===== config.mk =====
export PLATFORM = sky130hd
export DESIGN_NAME = tpm_top
export DESIGN_NICKNAME = d
export VERILOG_FILES = /design/src/core/tpm_pkg.sv /design/src/core/tpm_sync3.sv /design/src/core/tpm_tick.sv /design/src/core/tpm_top.sv
export VERILOG_INCLUDE_DIRS = /design/src /design/src/core
export SDC_FILE = /design/constraint.sdc
export NUM_CORES = 1
export LEC_CHECK = 0
export ABC_AREA = 1
export BUFFER_PORTS_ARGS = -buffer_cell sky130_fd_sc_hd__clkbuf_2
export CAP_MARGIN = 25
export CORE_ASPECT_RATIO = 1.75
export CORE_MARGIN = 2
export CORE_UTILIZATION = 35
export DETAILED_ROUTE_END_ITERATION = 10
export HOLD_SLACK_MARGIN = 0.03
export PLACE_DENSITY_LB_ADDON = 0.08
export SETUP_SLACK_MARGIN = 0.05
export SLEW_MARGIN = 20
export SYNTH_ARGS = -nofsm -noshare
export SYNTH_HDL_FRONTEND = slang
export SYNTH_SLANG_ARGS = --single-unit

===== constraint.sdc =====
create_clock -name I_REF_CLK -period 3.1 [get_ports I_REF_CLK]
set_clock_uncertainty 0.2 [all_clocks]
set_input_delay 0.155 -clock I_REF_CLK [delete_from_list [all_inputs] [get_ports I_REF_CLK]]
set_output_delay 0.155 -clock I_REF_CLK [all_outputs]
set_load 0.005 [all_outputs]

===== src/core/tpm_consts.svh =====
`ifndef TPM_CONSTS_SVH
`define TPM_CONSTS_SVH

// Reference clock.
`define TPM_CLK_PERIOD_PS 4000
`define TPM_PS_PER_MS 1000000000
`define TPM_PS_PER_NS 1000
`define TPM_MS_CYCLES ((`TPM_PS_PER_MS + `TPM_CLK_PERIOD_PS - 1) / `TPM_CLK_PERIOD_PS)

// Scan timing.
`define TPM_NORMAL_MIN_MS 7
`define TPM_NORMAL_MAX_MS 10
`define TPM_GREEN_PERIOD_MS 40

// Idle time before the slow scanning state.
`define TPM_IDLE_STEP_MS 1000
`define TPM_IDLE_MAX_S 15

// Wake pulse on the shared interrupt line.
`define TPM_WAKE_MIN_MS 2
`define TPM_WAKE_MAX_MS 5
`define TPM_WAKE_CYCLES (`TPM_WAKE_MIN_MS * `TPM_MS_CYCLES)

// Baseline calibration.
`define TPM_INIT_CAL_MS 200
`define TPM_DRIFT_SCANS 8
`define TPM_BASELINE_RESET 12'h000

// Notification pulse.
`define TPM_INT_LEAD_CYCLES 4
`define TPM_INT_PULSE_NS 1000
`define TPM_INT_PULSE_CYCLES \
    ((`TPM_INT_PULSE_NS * `TPM_PS_PER_NS + `TPM_CLK_PERIOD_PS - 1) / `TPM_CLK_PERIOD_PS)

// Drive frequency hopping.
`define TPM_FREQ_COUNT 5

`endif


===== src/core/tpm_pkg.sv =====
package tpm_pkg;

    typedef enum logic [1:0] {
        TPM_NORMAL,
        TPM_GREEN,
        TPM_SLEEP
    } tpm_mode_e;

    typedef enum logic [1:0] {
        TPM_IRQ_IDLE,
        TPM_IRQ_LEAD,
        TPM_IRQ_ACTIVE
    } tpm_irq_e;

endpackage


===== src/core/tpm_sync3.sv =====
module tpm_sync3 (
    // Clock and reset.
    input wire logic i_clk,
    input wire logic i_reset_n,
    // Asynchronous input and its filtered level.
    input wire logic i_async,
    output logic o_level
);

    logic ff1;
    logic ff2;
    logic ff3;

    always_ff @(posedge i_clk or negedge i_reset_n) begin
        if (!i_reset_n) begin
            ff1 <= 1'b0;
            ff2 <= 1'b0;
            ff3 <= 1'b0;
        end else begin
            ff1 <= i_async;
            ff2 <= ff1;
            ff3 <= ff2;
        end
    end

    // A change is taken only once the second and third stages agree.
    always_ff @(posedge i_clk or negedge i_reset_n) begin
        if (!i_reset_n) begin
            o_level <= 1'b0;
        end else if (ff2 == ff3) begin
            o_level <= ff3;
        end
    end

endmodule // tpm_sync3


===== src/core/tpm_tick.sv =====
module tpm_tick #(
    parameter int DIV = 2
) (
    // Clock and reset.
    input wire logic i_clk,
    input wire logic i_reset_n,
    // Count enable and restart.
    input wire logic i_en,
    input wire logic i_clear,
    // One-cycle pulse every DIV enabled cycles.
    output logic o_tick
);

    localparam int CW = (DIV > 1) ? $clog2(DIV) : 1;

    logic [CW-1:0] count;

    always_ff @(posedge i_clk or negedge i_reset_n) begin
        if (!i_reset_n) begin
            count <= '0;
            o_tick <= 1'b0;
        end else if (i_clear) begin
            count <= '0;
            o_tick <= 1'b0;
        end else begin
            o_tick <= 1'b0;
            if (i_en) begin
                if (count == CW'(DIV - 1)) begin
                    count <= '0;
                    o_tick <= 1'b1;
                end else begin
                    count <= count + 1'b1;
                end
            end
        end
    end

endmodule // tpm_tick


===== src/core/tpm_top.sv =====
// Behaviour
// - In the normal state a scan starts every 7 to 10 ms, the period taken from configuration.
// - After a configured 0 to 15 s without touch, in 1 s steps, normal drops to slow scanning.
// - In the slow scanning state a scan starts every 40 ms whatever the configuration.
// - A touch seen while scanning slowly returns the block at once to the normal state.
// - The host pulls the interrupt line low, then a sleep command puts the block asleep.
// - A host-driven high on the interrupt line held for 2 to 5 ms wakes the block to normal.
// - The interrupt line is pulsed only after a touch event once coordinates are ready.
// - Polarity 0 gives a rising notification edge and polarity 1 a falling one.
// - Noise reported on the drive spectrum moves the drive to the next frequency.
// - For the first 200 ms after reset every scan result is taken as the new baseline.
// - Afterwards the baseline follows slow drift by comparing history with the current data.
`include "tpm_consts.svh"

module tpm_top import tpm_pkg::*; #(
    parameter int MS_CYCLES = `TPM_MS_CYCLES,
    parameter int WAKE_CYCLES = `TPM_WAKE_CYCLES,
    parameter int SAMPLE_W = 12,
    parameter int FREQ_COUNT = `TPM_FREQ_COUNT,
    parameter int DRIFT_SCANS = `TPM_DRIFT_SCANS
) (
    // Clock and reset.
    input wire logic I_REF_CLK,
    input wire logic I_RESET_N,
    // Configuration levels.
    input wire logic [3:0] I_NORMAL_PERIOD_MS,
    input wire logic [3:0] I_IDLE_SECONDS,
    input wire logic I_INT_POLARITY,
    // Command from the serial interface logic.
    input wire logic I_SLEEP_CMD,
    // Scan engine results.
    input wire logic I_SCAN_DONE,
    input wire logic I_TOUCH_DETECTED,
    input wire logic I_NOISE_DETECTED,
    input wire logic [SAMPLE_W-1:0] I_RAW_SAMPLE,
    input wire logic I_DATA_READY,
    // Shared interrupt line.
    input wire logic I_INT_IN,
    output logic O_INT_OUT,
    output logic O_INT_OE,
    // Scan control and status.
    output logic O_SCAN_START,
    output logic [1:0] O_MODE,
    output logic [$clog2(FREQ_COUNT)-1:0] O_DRIVE_FREQ,
    output logic O_FREQ_HOP,
    output logic [SAMPLE_W-1:0] O_BASELINE,
    output logic O_CALIB_DONE
);

    localparam int FREQ_W = $clog2(FREQ_COUNT);
    localparam int WAKE_W = $clog2(WAKE_CYCLES + 1);
    localparam int PULSE_W = $clog2(`TPM_INT_PULSE_CYCLES + `TPM_INT_LEAD_CYCLES + 1);
    localparam int DRIFT_W = $clog2(DRIFT_SCANS + 1);

    tpm_mode_e mode;
    tpm_irq_e irq_state;
    logic ms_tick;
    logic sec_tick;
    logic idle_clear;
    logic int_level;
    logic scan_touch;
    logic [4:0] idle_sec;
    logic idle_expired;
    logic [5:0] scan_ms;
    logic [5:0] scan_period;
    logic [WAKE_W-1:0] wake_cnt;
    logic wake;
    logic touch_prev;
    logic event_pending;
    logic notify;
    logic [PULSE_W-1:0] irq_cnt;
    logic irq_pol;
    logic [7:0] init_ms;
    logic [DRIFT_W-1:0] drift_cnt;
    logic drift_up;
    logic [SAMPLE_W-1:0] baseline;

    function automatic logic [5:0] normal_period(input logic [3:0] cfg);
        logic [5:0] value;
        value = {2'h0, cfg};
        if (value < 6'(`TPM_NORMAL_MIN_MS)) begin
            value = 6'(`TPM_NORMAL_MIN_MS);
        end else if (value > 6'(`TPM_NORMAL_MAX_MS)) begin
            value = 6'(`TPM_NORMAL_MAX_MS);
        end
        return value;
    endfunction

    tpm_tick #(
        .DIV(MS_CYCLES)
    ) u_ms_tick (
        .i_clk(I_REF_CLK),
        .i_reset_n(I_RESET_N),
        .i_en(1'b1),
        .i_clear(1'b0),
        .o_tick(ms_tick)
    );

    // The seconds divider restarts with the idle count so that idle time is whole seconds.
    tpm_tick #(
        .DIV(`TPM_IDLE_STEP_MS)
    ) u_sec_tick (
        .i_clk(I_REF_CLK),
        .i_reset_n(I_RESET_N),
        .i_en(ms_tick),
        .i_clear(idle_clear),
        .o_tick(sec_tick)
    );

    tpm_sync3 u_int_sync (
        .i_clk(I_REF_CLK),
        .i_reset_n(I_RESET_N),
        .i_async(I_INT_IN),
        .o_level(int_level)
    );

    assign scan_touch = I_SCAN_DONE & I_TOUCH_DETECTED;
    assign idle_clear = (mode != TPM_NORMAL) | scan_touch;
    assign idle_expired = idle_sec >= {1'b0, I_IDLE_SECONDS};
    assign wake = int_level & (wake_cnt == WAKE_W'(WAKE_CYCLES - 1));
    assign notify = I_DATA_READY & event_pending & (mode != TPM_SLEEP) & ~I_SLEEP_CMD;
    assign O_MODE = mode;
    assign O_BASELINE = baseline;

    // Working state.
    always_ff @(posedge I_REF_CLK or negedge I_RESET_N) begin
        if (!I_RESET_N) begin
            mode <= TPM_NORMAL;
        end else begin
            unique case (mode)
                TPM_NORMAL: begin
                    if (I_SLEEP_CMD) begin
                        mode <= TPM_SLEEP;
                    end else if (!scan_touch && idle_expired) begin
                        mode <= TPM_GREEN;
                    end
                end
                TPM_GREEN: begin
                    if (I_SLEEP_CMD) begin
                        mode <= TPM_SLEEP;
                    end else if (scan_touch) begin
                        mode <= TPM_NORMAL;
                    end
                end
                TPM_SLEEP: begin
                    if (wake) begin
                        mode <= TPM_NORMAL;
                    end
                end
                default: begin
                    mode <= TPM_NORMAL;
                end
            endcase
        end
    end

    // Seconds without touch, saturating at the largest setting.
    always_ff @(posedge I_REF_CLK or negedge I_RESET_N) begin
        if (!I_RESET_N) begin
            idle_sec <= 5'h00;
        end else if (idle_clear) begin
            idle_sec <= 5'h00;
        end else if (sec_tick && idle_sec != 5'(`TPM_IDLE_MAX_S)) begin
            idle_sec <= idle_sec + 5'h01;
        end
    end

    // Scan scheduler.
    always_comb begin
        if (mode == TPM_GREEN) begin
            scan_period = 6'(`TPM_GREEN_PERIOD_MS);
        end else begin
            scan_period = normal_period(I_NORMAL_PERIOD_MS);
        end
    end

    always_ff @(posedge I_REF_CLK or negedge I_RESET_N) begin
        if (!I_RESET_N) begin
            scan_ms <= 6'h00;
            O_SCAN_START <= 1'b0;
        end else if (mode == TPM_SLEEP || I_SLEEP_CMD) begin
            scan_ms <= 6'h00;
            O_SCAN_START <= 1'b0;
        end else if (mode == TPM_GREEN && scan_touch) begin
            scan_ms <= 6'h00;
            O_SCAN_START <= 1'b0;
        end else begin
            O_SCAN_START <= 1'b0;
            if (ms_tick) begin
                if (scan_ms + 6'h01 >= scan_period) begin
                    scan_ms <= 6'h00;
                    O_SCAN_START <= 1'b1;
                end else begin
                    scan_ms <= scan_ms + 6'h01;
                end
            end
        end
    end

    // Wake detection counts cycles of a continuous high while asleep.
    always_ff @(posedge I_REF_CLK or negedge I_RESET_N) begin
        if (!I_RESET_N) begin
            wake_cnt <= '0;
        end else if (mode != TPM_SLEEP || !int_level) begin
            wake_cnt <= '0;
        end else if (!wake) begin
            wake_cnt <= wake_cnt + 1'b1;
        end else begin
            wake_cnt <= '0;
        end
    end

    // A touch or a lift-off marks coordinate data worth reporting; a new event beats the clear.
    always_ff @(posedge I_REF_CLK or negedge I_RESET_N) begin
        if (!I_RESET_N) begin
            touch_prev <= 1'b0;
            event_pending <= 1'b0;
        end else begin
            if (I_SCAN_DONE) begin
                touch_prev <= I_TOUCH_DETECTED;
            end
            if (mode == TPM_SLEEP) begin
                event_pending <= 1'b0;
            end else if (I_SCAN_DONE && (I_TOUCH_DETECTED || touch_prev)) begin
                event_pending <= 1'b1;
            end else if (notify) begin
                event_pending <= 1'b0;
            end
        end
    end

    // Notification pulse on the shared line.
    always_ff @(posedge I_REF_CLK or negedge I_RESET_N) begin
        if (!I_RESET_N) begin
            irq_state <= TPM_IRQ_IDLE;
            irq_cnt <= '0;
            irq_pol <= 1'b0;
            O_INT_OUT <= 1'b0;
            O_INT_OE <= 1'b0;
        end else if (I_SLEEP_CMD || mode == TPM_SLEEP) begin
            irq_state <= TPM_IRQ_IDLE;
            irq_cnt <= '0;
            O_INT_OE <= 1'b0;
        end else begin
            unique case (irq_state)
                TPM_IRQ_IDLE: begin
                    if (notify) begin
                        irq_state <= TPM_IRQ_LEAD;
                        irq_cnt <= '0;
                        irq_pol <= I_INT_POLARITY;
                        O_INT_OUT <= I_INT_POLARITY;
                        O_INT_OE <= 1'b1;
                    end else begin
                        O_INT_OE <= 1'b0;
                    end
                end
                TPM_IRQ_LEAD: begin
                    if (irq_cnt == PULSE_W'(`TPM_INT_LEAD_CYCLES - 1)) begin
                        irq_state <= TPM_IRQ_ACTIVE;
                        irq_cnt <= '0;
                        O_INT_OUT <= ~irq_pol;
                    end else begin
                        irq_cnt <= irq_cnt + 1'b1;
                    end
                end
                TPM_IRQ_ACTIVE: begin
                    if (irq_cnt == PULSE_W'(`TPM_INT_PULSE_CYCLES - 1)) begin
                        irq_state <= TPM_IRQ_IDLE;
                        irq_cnt <= '0;
                        O_INT_OUT <= irq_pol;
                        O_INT_OE <= 1'b0;
                    end else begin
                        irq_cnt <= irq_cnt + 1'b1;
                    end
                end
                default: begin
                    irq_state <= TPM_IRQ_IDLE;
                    O_INT_OE <= 1'b0;
                end
            endcase
        end
    end

    // Drive frequency selection.
    always_ff @(posedge I_REF_CLK or negedge I_RESET_N) begin
        if (!I_RESET_N) begin
            O_DRIVE_FREQ <= '0;
            O_FREQ_HOP <= 1'b0;
        end else begin
            O_FREQ_HOP <= 1'b0;
            if (I_SCAN_DONE && I_NOISE_DETECTED && mode != TPM_SLEEP) begin
                O_FREQ_HOP <= 1'b1;
                if (O_DRIVE_FREQ == FREQ_W'(FREQ_COUNT - 1)) begin
                    O_DRIVE_FREQ <= '0;
                end else begin
                    O_DRIVE_FREQ <= O_DRIVE_FREQ + 1'b1;
                end
            end
        end
    end

    // Initial calibration window measured in milliseconds from reset.
    always_ff @(posedge I_REF_CLK or negedge I_RESET_N) begin
        if (!I_RESET_N) begin
            init_ms <= 8'h00;
            O_CALIB_DONE <= 1'b0;
        end else if (!O_CALIB_DONE && ms_tick) begin
            if (init_ms == 8'(`TPM_INIT_CAL_MS - 1)) begin
                O_CALIB_DONE <= 1'b1;
            end else begin
                init_ms <= init_ms + 8'h01;
            end
        end
    end

    // Baseline: copied during calibration, then stepped by one after a run of same-sign drift.
    always_ff @(posedge I_REF_CLK or negedge I_RESET_N) begin
        if (!I_RESET_N) begin
            baseline <= SAMPLE_W'(`TPM_BASELINE_RESET);
            drift_cnt <= '0;
            drift_up <= 1'b0;
        end else if (I_SCAN_DONE && !O_CALIB_DONE) begin
            baseline <= I_RAW_SAMPLE;
            drift_cnt <= '0;
        end else if (I_SCAN_DONE && !I_TOUCH_DETECTED) begin
            if (I_RAW_SAMPLE == baseline) begin
                drift_cnt <= '0;
            end else if ((I_RAW_SAMPLE > baseline) != drift_up || drift_cnt == '0) begin
                drift_up <= I_RAW_SAMPLE > baseline;
                drift_cnt <= DRIFT_W'(1);
            end else if (drift_cnt == DRIFT_W'(DRIFT_SCANS - 1)) begin
                drift_cnt <= '0;
                if (drift_up) begin
                    baseline <= baseline + 1'b1;
                end else begin
                    baseline <= baseline - 1'b1;
                end
            end else begin
                drift_cnt <= drift_cnt + 1'b1;
            end
        end
    end

endmodule // tpm_top


==> results of run 1 <==
[state kept, by name, indices dropped and copies added, names as in the netlist, 2 cells and up]
register / flops
wake_cnt: 19
O_BASELINE: 12
init_ms: 8
drift_cnt: 4
idle_sec: 5
O_MODE: 2
O_DRIVE_FREQ: 3
irq_state: 2
u_ms_tick.count: 18
u_sec_tick.count: 10
scan_ms: 6
irq_cnt: 8
[layout make-up]
| class | count | area share |
|---|---|---|
| multi-input cells | 613 | 0.446 |
| clock inverters | 4 | 0.0118 |
| repair buffers | 74 | 0.0619 |
| well taps | 245 | 0.0381 |
| clock buffers | 10 | 0.0285 |
| inverters | 139 | 0.0649 |
| flip-flops and latches | 112 | 0.349 |
[critical path: stages (launching register included)]
cell                      delay (ns)
sky130_fd_sc_hd__dfrtp_1        0.41
sky130_fd_sc_hd__inv_1          0.34
sky130_fd_sc_hd__ha_1           0.39
sky130_fd_sc_hd__a21oi_1        0.24
sky130_fd_sc_hd__nor2_1         0.09
sky130_fd_sc_hd__o21ai_0        0.21
sky130_fd_sc_hd__nand4_1        0.12
sky130_fd_sc_hd__nand3_1        0.10
sky130_fd_sc_hd__nand2_1        0.06
sky130_fd_sc_hd__nand2_1        0.06
sky130_fd_sc_hd__nand2_1        0.05
[worst paths after layout]
kind / start / end / slack, ns / cells after the start
min reg2reg: u_int_sync.ff1 / u_int_sync.ff2 / 0.16 / 0
max in group asynchronous: I_RESET_N / O_BASELINE[9] / 1.39 / 3
min: I_NOISE_DETECTED / O_FREQ_HOP / 0.07 / 3
min in group asynchronous: I_RESET_N / wake_cnt[15] / 0.17 / 3
max: drift_up / O_BASELINE[10] / 0.72 / 10
max reg2reg: drift_up / O_BASELINE[10] / 0.72 / 10
[cell usage after synthesis, types with 3 or more instances]
master / n / area share
sky130_fd_sc_hd__nand2_1: 197 / 0.11
sky130_fd_sc_hd__inv_1: 133 / 0.072
sky130_fd_sc_hd__dfrtp_1: 112 / 0.40
sky130_fd_sc_hd__nor2_1: 75 / 0.041
sky130_fd_sc_hd__nand3_1: 57 / 0.041
sky130_fd_sc_hd__ha_1: 48 / 0.086
sky130_fd_sc_hd__a21oi_1: 37 / 0.027
sky130_fd_sc_hd__o21ai_0: 35 / 0.025
sky130_fd_sc_hd__xor2_1: 27 / 0.034
sky130_fd_sc_hd__nand4_1: 16 / 0.014
sky130_fd_sc_hd__nor3_1: 15 / 0.011
sky130_fd_sc_hd__nand2_2: 12 / 0.011
sky130_fd_sc_hd__o21ai_1: 11 / 0.0079
sky130_fd_sc_hd__xnor2_1: 10 / 0.013
sky130_fd_sc_hd__nand3_2: 9 / 0.013
sky130_fd_sc_hd__nor3_2: 8 / 0.012
sky130_fd_sc_hd__nor4_1: 8 / 0.0072
sky130_fd_sc_hd__inv_2: 5 / 0.0027
sky130_fd_sc_hd__nor2_4: 5 / 0.0081
sky130_fd_sc_hd__nor2_2: 4 / 0.0036
sky130_fd_sc_hd__o31ai_1: 4 / 0.0043
sky130_fd_sc_hd__a211oi_1: 3 / 0.0032
sky130_fd_sc_hd__a31oi_1: 3 / 0.0027
sky130_fd_sc_hd__clkbuf_1: 3 / 0.0016
[layer usage]
| layer | track usage | part of all wire |
|---|---|---|
| met2 | 0.331 | 0.56 |
| met4 | 0.0596 | 0.021 |
| met1 | 0.172 | 0.39 |
| met5 | 0 | 0 |
| met3 | 0.0181 | 0.024 |
[per-stage QoR]
stage | setup slack, ns | utilization | hold WS (ns) | power [W] | std cells
after global routing | 0.457 | 0.411 | 0.0915 | 0.00336 | 1197
after global placement | 0.712 | 0.384 | -0.136 | 0.00188 | 1162
final | 0.717 | 0.411 | 0.0702 | 0.00319 | 1197
after CTS | 0.663 | 0.411 | 0.0898 | 0.00326 | 1197
after detailed placement | 0.685 | 0.384 | -0.139 | 0.00188 | 1162
after floorplan | 1.04 | - | -0.341 | 0.00174 | 870
[power groups by stage]
stage	logic [W]	registers (W)	clock network [W]
after floorplan	0.000190	0.00155	0
after global placement	0.000325	0.00156	0
after detailed placement	0.000323	0.00156	0
after CTS	0.000346	0.00153	0.00138
after global routing	0.000392	0.00154	0.00143
final	0.000336	0.00153	0.00132
[kinds of logic (layout without fill, tap and decap cells)]
kind of cell,count (synthesis),after routing,share of synthesized area
buffers and inverters,145,227,0.0802
multiplexers,3,3,0.00468
AO/OA/AOI/OAI,103,103,0.0820
AND/OR/NAND/NOR,420,420,0.292
adder cells (fa/ha/maj),50,50,0.0908
flip-flops,112,112,0.404
XOR/XNOR,37,37,0.0467
[timing repair]
item                                   in CTS  in global routing
buffers inserted                            0                  0
endpoints found under the hold margin     132                  0
hold buffers                               21                  0
setup endpoints to repair                   0                  0
==> metrics.txt, run 1 <==
type of origin of the critical path=flop; cell area after synthesis=approximately 6900 um2; proportion of synthesized chip area in sequential cells=0.404; post-detailed-placement half-perimeter wirelength=between 10000 and 15000 um; total die area=roughly 21000 um2; Hold Crit Class=primary input to flop; WP data arrival=2.43 ns; overall global routing resource usage=0.164; final number of setup-violating endpoints=0; nets@finish=~1000; post-synthesis instance total=between 800 and 900; commonest non-fill, non-tap cells in the layout=sky130_fd_sc_hd__nand2_1, sky130_fd_sc_hd__inv_1, sky130_fd_sc_hd__dfrtp_1, sky130_fd_sc_hd__nor2_1, sky130_fd_sc_hd__nand3_1; net switching power figure=0.000779 W; proportion of layout cells with a drive suffix above 1=0.127; unrepaired setup endpoints after global routing=false; DRC viols=0; number of design-rule violations left by the first detailed-router iteration=roughly 190; footprint of the multi-input gates=between 3000 and 4000 um2; buffers added on ports=50; fill count=around 2100; clock latency on the worst-skew pair=around 0.35 ns; CTS tree=done; per-cell routed wire length=between 10 and 15 um; number of enable-type register cells in the synthesized netlist=0; Chip Height=~190 um; wire length of the first global-routing pass=roughly 28000 um; total number of yosys warnings=0; clk buf depth=2; routed via count divided by cell count=about 4.8; I/O pin cnt=51; post-synth cell types=49; average instance area after synthesis=approximately 8 um2; path type of the worst setup path=flop to flop; Total Negative Setup Slacks=0 ns; Worst Max-Slew Pin Slew=just under 0.8 ns; final slew viol count=0; sequential share of power=0.479; Area Overhead vs Synth=15.7%; Most used DFF post-synth=sky130_fd_sc_hd__dfrtp_1; most common cell after layout, fill and taps aside=sky130_fd_sc_hd__nand2_1; worst voltage drop across the vdd grid=0.287 mV; vias after detailed routing=approximately 5700; shortest clock period the worst path allows after layout=2.38 ns; final non-filler cell area=8040 um2; clock network power share=0.415; Int Power=around 0.0024 W; area post-placement=~7500 um2; Core Area=between 15000 and 20000 um2; net switching fraction of the power=0.244; status=completed; Final GP Congestion=about 0.81; clock sink total=around 110; number of search-and-repair iterations in the first detailed-routing pass=5; Core Rows=a little under 70; clock root buffer master=sky130_fd_sc_hd__clkbuf_16; largest net degree at the start of global routing=between 60 and 70; category of the worst setup path capture point=flop; clock edge transition at the registers on the reported setup and hold paths=around 0.070 ns; flip-flop and latch count after synthesis=~110; number of H-tree levels=3; final period utilization=0.769; Pwr per Cell Area=about 400 nW/um2; global-route congestion overflow total=0; remaining number of nets flagged by the antenna check after routing=0; achievable frequency=~0.42 GHz; starting density of the core=0.355; vias in the first global route=between 5000 and 6000; share of async-settable or async-resettable flops after synthesis=1.00; Max-Slew Margin vs Limit=0.472; antenna violations before repair=0; total of cells resized after clock tree synthesis=0; maximum fanout count along the critical path=13; Final Routed Wirelength=between 15000 and 20000 um; number of diodes added for antenna fixing=0; required time reported for the critical path endpoint=about 3.1 ns; static leakage=between 3 and 4 nW; portion of total power attributed to combinational logic=0.105; number of max-cap violations=0; die extent in x=roughly 110 um; Final Hold Fails=0; Inserted Clock Buffers=9; post-synthesis net count=around 950; FF+latch area=~2800 um2
Note: power is estimated with default switching activity, not from simulation.
==> run 2: changes to the inputs <==
ABC_AREA = 0   (was 1)
clock period = 2.37 ns   (was 3.1 ns; I/O delays follow)
==> run 2 against run 1 <==
  * Maximum frequency down 5.6%
  * Critical endpoint is now O_BASELINE[11]
  * Clock-buffer cell count is the same
  * Largest cell class unchanged
  * The run now ends with setup timing left
  * Design area rose by 2.8%
==> metrics.txt, run 2 <==
remaining number of nets flagged by the antenna check after routing=0; portion of total power attributed to combinational logic=0.213; status=finished, violations left; global-route congestion overflow total=0; Max-Slew Margin vs Limit=0.603; total number of yosys warnings=0; per-cell routed wire length=between 10 and 15 um; die extent in x=approximately 110 um; post-synth cell types=57; overall power consumption=0.00449 W; most frequent cell after synthesis=sky130_fd_sc_hd__dfrtp_1; fill count=1760; post-layout worst setup margin=-0.154 ns; Synth top area share=0.441; clock network power share=0.327; buffers added on ports=50; CP peak stage delay=0.40 ns; net switching fraction of the power=0.289; flip-flop and latch count after synthesis=between 100 and 150; cell area after synthesis=about 6400 um2; violations in the final reports=setup timing; antenna violations before repair=0; clock root buffer master=sky130_fd_sc_hd__clkbuf_16; average instance area after synthesis=9.60 um2; CTS tree=done; DRC viols=0; library cell occupying the most area in the post-synthesis netlist=sky130_fd_sc_hd__dfrtp_1; final non-filler cell area=just over 8000 um2; Most used DFF post-synth=sky130_fd_sc_hd__dfrtp_1; Inserted Clock Buffers=9; Worst Max-Slew Pin Slew=slightly below 0.6 ns; category of the worst setup path capture point=flop; largest cells by area after synthesis=sky130_fd_sc_hd__dfrtp_1, sky130_fd_sc_hd__ha_1, sky130_fd_sc_hd__xnor2_1, sky130_fd_sc_hd__nor2_1, sky130_fd_sc_hd__xor2_1; final slew viol count=0; max FFs per register=19; overall global routing resource usage=0.167; proportion of layout cells with a drive suffix above 1=0.253; delay-heaviest family, CP=compound AO/OA/AOI/OAI gates; required time reported for the critical path endpoint=around 2.5 ns; post-synthesis net count=740; final number of setup-violating endpoints=14; cell-by-cell trace of the critical path=inv_2, ha_4, nor2b_1, o211ai_1, a21o_1, and3_4, a21oi_4, buf_12, or3_1, a31oi_1; achievable frequency=just under 0.4 GHz; commonest non-fill, non-tap cells in the layout=sky130_fd_sc_hd__dfrtp_1, sky130_fd_sc_hd__nor2_1, sky130_fd_sc_hd__buf_4, sky130_fd_sc_hd__nand2_1, sky130_fd_sc_hd__clkbuf_2; maximum fanout count along the critical path=15; I/O pin cnt=around 50; share of async-settable or async-resettable flops after synthesis=1.00; WP data arrival=2.60 ns; top cells by instance count after synthesis=sky130_fd_sc_hd__dfrtp_1, sky130_fd_sc_hd__nor2_1, sky130_fd_sc_hd__nand2_1, sky130_fd_sc_hd__ha_1, sky130_fd_sc_hd__nand3_1; final period utilization=1.07; proportion of synthesized chip area in sequential cells=0.441; clock sink total=~110; type of origin of the critical path=flop; number of search-and-repair iterations in the first detailed-routing pass=4; Total Negative Setup Slacks=-1.55 ns; post-detailed-placement half-perimeter wirelength=around 11000 um; routed via count divided by cell count=just over 5; number of H-tree levels=3; Hold Crit Class=primary input to asynchronous set/reset pin; Chip Height=~180 um; number of diodes added for antenna fixing=0; most common cell after layout, fill and taps aside=sky130_fd_sc_hd__dfrtp_1; clk buf depth=2; total die area=between 15000 and 20000 um2; path type of the worst setup path=flop to flop; net switching power figure=between 0.001 and 0.0015 W; number of design-rule violations left by the first detailed-router iteration=approximately 170; static leakage=around 3.9 nW; number of max-cap violations=0; Area Overhead vs Synth=30.0%; Core Area=~18000 um2; Core Rows=between 60 and 70; Max stage delay cell, worst path=sky130_fd_sc_hd__dfrtp_1; Final Routed Wirelength=between 15000 and 20000 um; starting density of the core=0.355; area post-placement=about 7400 um2; largest net degree at the start of global routing=between 50 and 60; Reg with most FFs=wake_cnt; clock latency on the worst-skew pair=0.36 ns; post-synthesis instance total=662; unrepaired setup endpoints after global routing=true; Int Power=roughly 0.0032 W; number of enable-type register cells in the synthesized netlist=0; nets@finish=890; shortest clock period the worst path allows after layout=between 2 and 3 ns; wire length of the first global-routing pass=roughly 26000 um; sequential share of power=0.460; worst voltage drop across the vdd grid=roughly 0.31 mV; vias after detailed routing=5287; Crit path buffers/inverters=2; Final GP Congestion=about 0.82; Final Hold Fails=0; vias in the first global route=~5700; Pwr per Cell Area=roughly 540 nW/um2; clock edge transition at the registers on the reported setup and hold paths=0.07 ns
-- run 2: changes by cell type after synthesis, sizes merged, moves of 9 or more --
cell,delta
o21ai,-15
nand3,-28
and3,+15
xnor2,+28
nand2,-149
a21o,+10
mux2i,+12
nor2b,+9
a21oi,-10
inv,-103
nor3,-17
-- run 2: power by group through the flow --
stage               sequential (W)  clock (W)  combinational (W)
global placement           0.00210          0           0.000845
global route               0.00208    0.00159            0.00108
detailed placement         0.00211          0           0.000858
finish                     0.00207    0.00147           0.000957
CTS                        0.00207    0.00153           0.000943
floorplan                  0.00211          0           0.000437
-- run 2: path summary, 6_finish.rpt --
check                                     from                  end  slack [ns]  cells after the start
worst max-delay path             O_BASELINE[1]       O_BASELINE[11]       -0.15                     10
worst min-delay path                 I_RESET_N  u_sec_tick.count[9]        0.12                      3
worst max register to register   O_BASELINE[1]       O_BASELINE[11]       -0.15                     10
worst min register to register  u_int_sync.ff1       u_int_sync.ff2        0.18                      0
max in group asynchronous            I_RESET_N           scan_ms[1]        1.37                      3
min in group I_REF_CLK          u_int_sync.ff1       u_int_sync.ff2        0.18                      0
-- run 2: final cells by class --
type                            instances  area, um2  area share
Clock buffer                           10        239      0.0289
Multi-Input combinational cell        502       3650       0.441
Tap cell                              234        293      0.0354
Timing Repair inverter                  1       7.51    0.000909
Inverter                               35        135      0.0164
Sequential cell                       112       2810       0.339
Clock inverter                          6       40.0     0.00485
Timing Repair Buffer                  151       1100       0.133
-- run 2: worst register-to-register path, stage by stage, from the launching register on --
cell                       delay (ns)
sky130_fd_sc_hd__dfrtp_1         0.40
sky130_fd_sc_hd__inv_2           0.07
sky130_fd_sc_hd__ha_4            0.19
sky130_fd_sc_hd__nor2b_1         0.13
sky130_fd_sc_hd__o211ai_1        0.25
sky130_fd_sc_hd__a21o_1          0.25
sky130_fd_sc_hd__and3_4          0.24
sky130_fd_sc_hd__a21oi_4         0.06
sky130_fd_sc_hd__buf_12          0.15
sky130_fd_sc_hd__or3_1           0.34
sky130_fd_sc_hd__a31oi_1         0.16
-- run 2: cell families after synthesis --
kind of cell / Yosys count / share of synthesized area
compound gates: 111 / 0.115
flops: 112 / 0.441
mux: 18 / 0.0293
xor+xnor: 69 / 0.0951
simple gates: 254 / 0.190
fa+ha+maj: 50 / 0.0992
buf+inv: 48 / 0.0303
-- run 2: layer usage --
metal,GRT usage,vias to the layer above,part of all wire
met2,0.331,75,0.56
met1,0.170,2591,0.39
li1,-,2595,-
met4,0.0663,0,0.028
met5,0,-,0
met3,0.0293,26,0.023
-- run 2: what timing repair did --
action,CTS,global route
gates cloned,1,0
endpoints found under the hold margin,134,0
gates resized for setup,30,21
buffers inserted,7,5
hold buffers,23,0
setup endpoints to repair,21,33
pin swaps,10,16
-- run 2: per-stage QoR --
stage / worst slack, ns / utilization / hold slack, ns / cells
floorplan: -0.179 / - / -0.377 / 662
global placement: -0.245 / 0.414 / -0.150 / 1000
detailed placement: -0.323 / 0.414 / -0.144 / 1000
CTS: -0.173 / 0.455 / 0.126 / 1047
global route: -0.301 / 0.462 / 0.125 / 1051
finish: -0.154 / 0.462 / 0.118 / 1051
==> run 3: changes to the inputs <==
CORE_UTILIZATION = 25   (was 35)
==> run 3 against run 2 <==
  * Core utilization fell by 13 points
  * Sequential share of layout area fell by 0.16 points
  * The flow still finishes with violations (setup timing)
  * Final cell count rose by 7.9%
  * Largest cell class unchanged
  * Sequential power barely moved
  * Register-to-register slack got worse by 0.03 ns
  * Setup slack got worse by 0.033 ns
  * First-iteration DRC count rose by 0.58%
  * Largest power group unchanged
  * Maximum frequency fell by 1.3%
  * Flip-flop and latch count did not move
==> metrics.txt, run 3 (synthesis gave the netlist of run 2 again) <==
status=finished, violations left; violations in the final reports=setup timing; routed via count divided by cell count=4.63; per-cell routed wire length=14.0 um; Final Routed Wirelength=15900 um; post-detailed-placement half-perimeter wirelength=about 12000 um; max FFs per register=19; area post-placement=~7600 um2; antenna violations before repair=0; total die area=between 20000 and 30000 um2; vias in the first global route=5711; vias after detailed routing=5253; proportion of layout cells with a drive suffix above 1=0.243; final number of setup-violating endpoints=21; final non-filler cell area=between 8000 and 9000 um2; Inserted Clock Buffers=9; maximum fanout count along the critical path=8; clock root buffer master=sky130_fd_sc_hd__clkbuf_16; Worst Max-Slew Pin Slew=about 0.5 ns; Max-Slew Margin vs Limit=0.662; unrepaired setup endpoints after global routing=true; global-route congestion overflow total=0; overall global routing resource usage=0.125; Core Area=between 20000 and 30000 um2; Final GP Congestion=roughly 0.74; CTS tree=done; DRC viols=0; Hold Crit Class=primary input to asynchronous set/reset pin; Final Hold Fails=0; post-layout worst setup margin=-0.187 ns; commonest non-fill, non-tap cells in the layout=sky130_fd_sc_hd__dfrtp_1, sky130_fd_sc_hd__nor2_1, sky130_fd_sc_hd__buf_4, sky130_fd_sc_hd__nand2_1, sky130_fd_sc_hd__clkbuf_2; Area Overhead vs Synth=30.5%; achievable frequency=around 0.4 GHz; type of origin of the critical path=flop; path type of the worst setup path=flop to flop; die extent in x=approximately 120 um; Core Rows=between 70 and 80; Total Negative Setup Slacks=-2.27 ns; final period utilization=1.08; largest net degree at the start of global routing=roughly 60; number of diodes added for antenna fixing=0; shortest clock period the worst path allows after layout=roughly 2.6 ns; remaining number of nets flagged by the antenna check after routing=0; clk buf depth=2; I/O pin cnt=between 50 and 60; category of the worst setup path capture point=flop; buffers added on ports=50; clock edge transition at the registers on the reported setup and hold paths=0.07 ns; final slew viol count=0; most common cell after layout, fill and taps aside=sky130_fd_sc_hd__dfrtp_1; Reg with most FFs=wake_cnt; Pwr per Cell Area=541 nW/um2; worst voltage drop across the vdd grid=between 0.3 and 0.4 mV; wire length of the first global-routing pass=roughly 27000 um; required time reported for the critical path endpoint=~2.5 ns; starting density of the core=0.253; number of max-cap violations=0; clock sink total=112; static leakage=between 3 and 4 nW; number of search-and-repair iterations in the first detailed-routing pass=4; Chip Height=~210 um; number of H-tree levels=3; WP data arrival=2.65 ns; number of design-rule violations left by the first detailed-router iteration=between 150 and 200; nets@finish=between 800 and 900; clock latency on the worst-skew pair=about 0.37 ns
[run 3: metrics by stage]
| step | setup slack, ns | std cells | hold slack, ns | utilization | total power [W] |
|---|---|---|---|---|---|
| final | -0.187 | 1134 | 0.0674 | 0.330 | 0.00449 |
| after global routing | -0.325 | 1134 | 0.130 | 0.330 | 0.00479 |
| after CTS | -0.222 | 1134 | 0.0925 | 0.326 | 0.00461 |
| after detailed placement | -0.380 | 1090 | -0.0615 | 0.301 | 0.00300 |
| after global placement | -0.396 | 1090 | -0.0632 | 0.301 | 0.00298 |
| after floorplan | -0.179 | 662 | -0.377 | - | 0.00255 |
[run 3: critical path, cell delays in order, from the launching register on]
cell and delay, ns:
sky130_fd_sc_hd__dfrtp_1 0.39, sky130_fd_sc_hd__clkinvlp_4 0.24, sky130_fd_sc_hd__buf_6 0.20, sky130_fd_sc_hd__buf_4 0.14, sky130_fd_sc_hd__ha_1 0.29, sky130_fd_sc_hd__a31o_2 0.21, sky130_fd_sc_hd__a21oi_2 0.13, sky130_fd_sc_hd__o21ai_1 0.09
sky130_fd_sc_hd__xnor2_1 0.15, sky130_fd_sc_hd__or3_1 0.31, sky130_fd_sc_hd__a31oi_1 0.16
[run 3: power breakdown]
group,internal (W),switching (W)
clock network,0.000746,0.000735
registers,0.00199,0.0000730
logic,0.000445,0.000499
[run 3: area by class of cell]
type                            instances  area [um2]
Clock buffer                           12         246
Inverter                               35         135
Tap cell                              316         395
Multi-Input combinational cell        502        3570
Timing Repair Buffer                  153        1120
Fill cell                            2586       16800
Sequential cell                       112        2800
Clock inverter                          4        28.8
[run 3: final timing paths]
kind	startpoint	end	cells after the start	slack (ns)
max in group asynchronous	I_RESET_N	u_sec_tick.count[0]	3	1.16
min reg2reg	u_int_sync.ff1	u_int_sync.ff2	0	0.15
min	I_RESET_N	wake_cnt[9]	2	0.07
min in group I_REF_CLK	u_int_sync.ff1	u_int_sync.ff2	0	0.15
max	drift_up	O_BASELINE[11]	10	-0.19
max reg2reg	drift_up	O_BASELINE[11]	10	-0.19
[run 3: per-layer routing]
layer  global-route usage  wire [um]  part of all wire
met5                    0          0                 0
met3               0.0284        425             0.027
met4               0.0476        361             0.023
met1                0.130       6320              0.40
met2                0.241       8780              0.55
[run 3: what timing repair did]
item | CTS | global route
endpoints found under the setup margin | 22 | 34
gates resized for setup | 24 | 20
pin swaps | 17 | 12
buffers inserted | 8 | 1
hold endpoints to repair | 128 | 0
hold buffers | 20 | 0
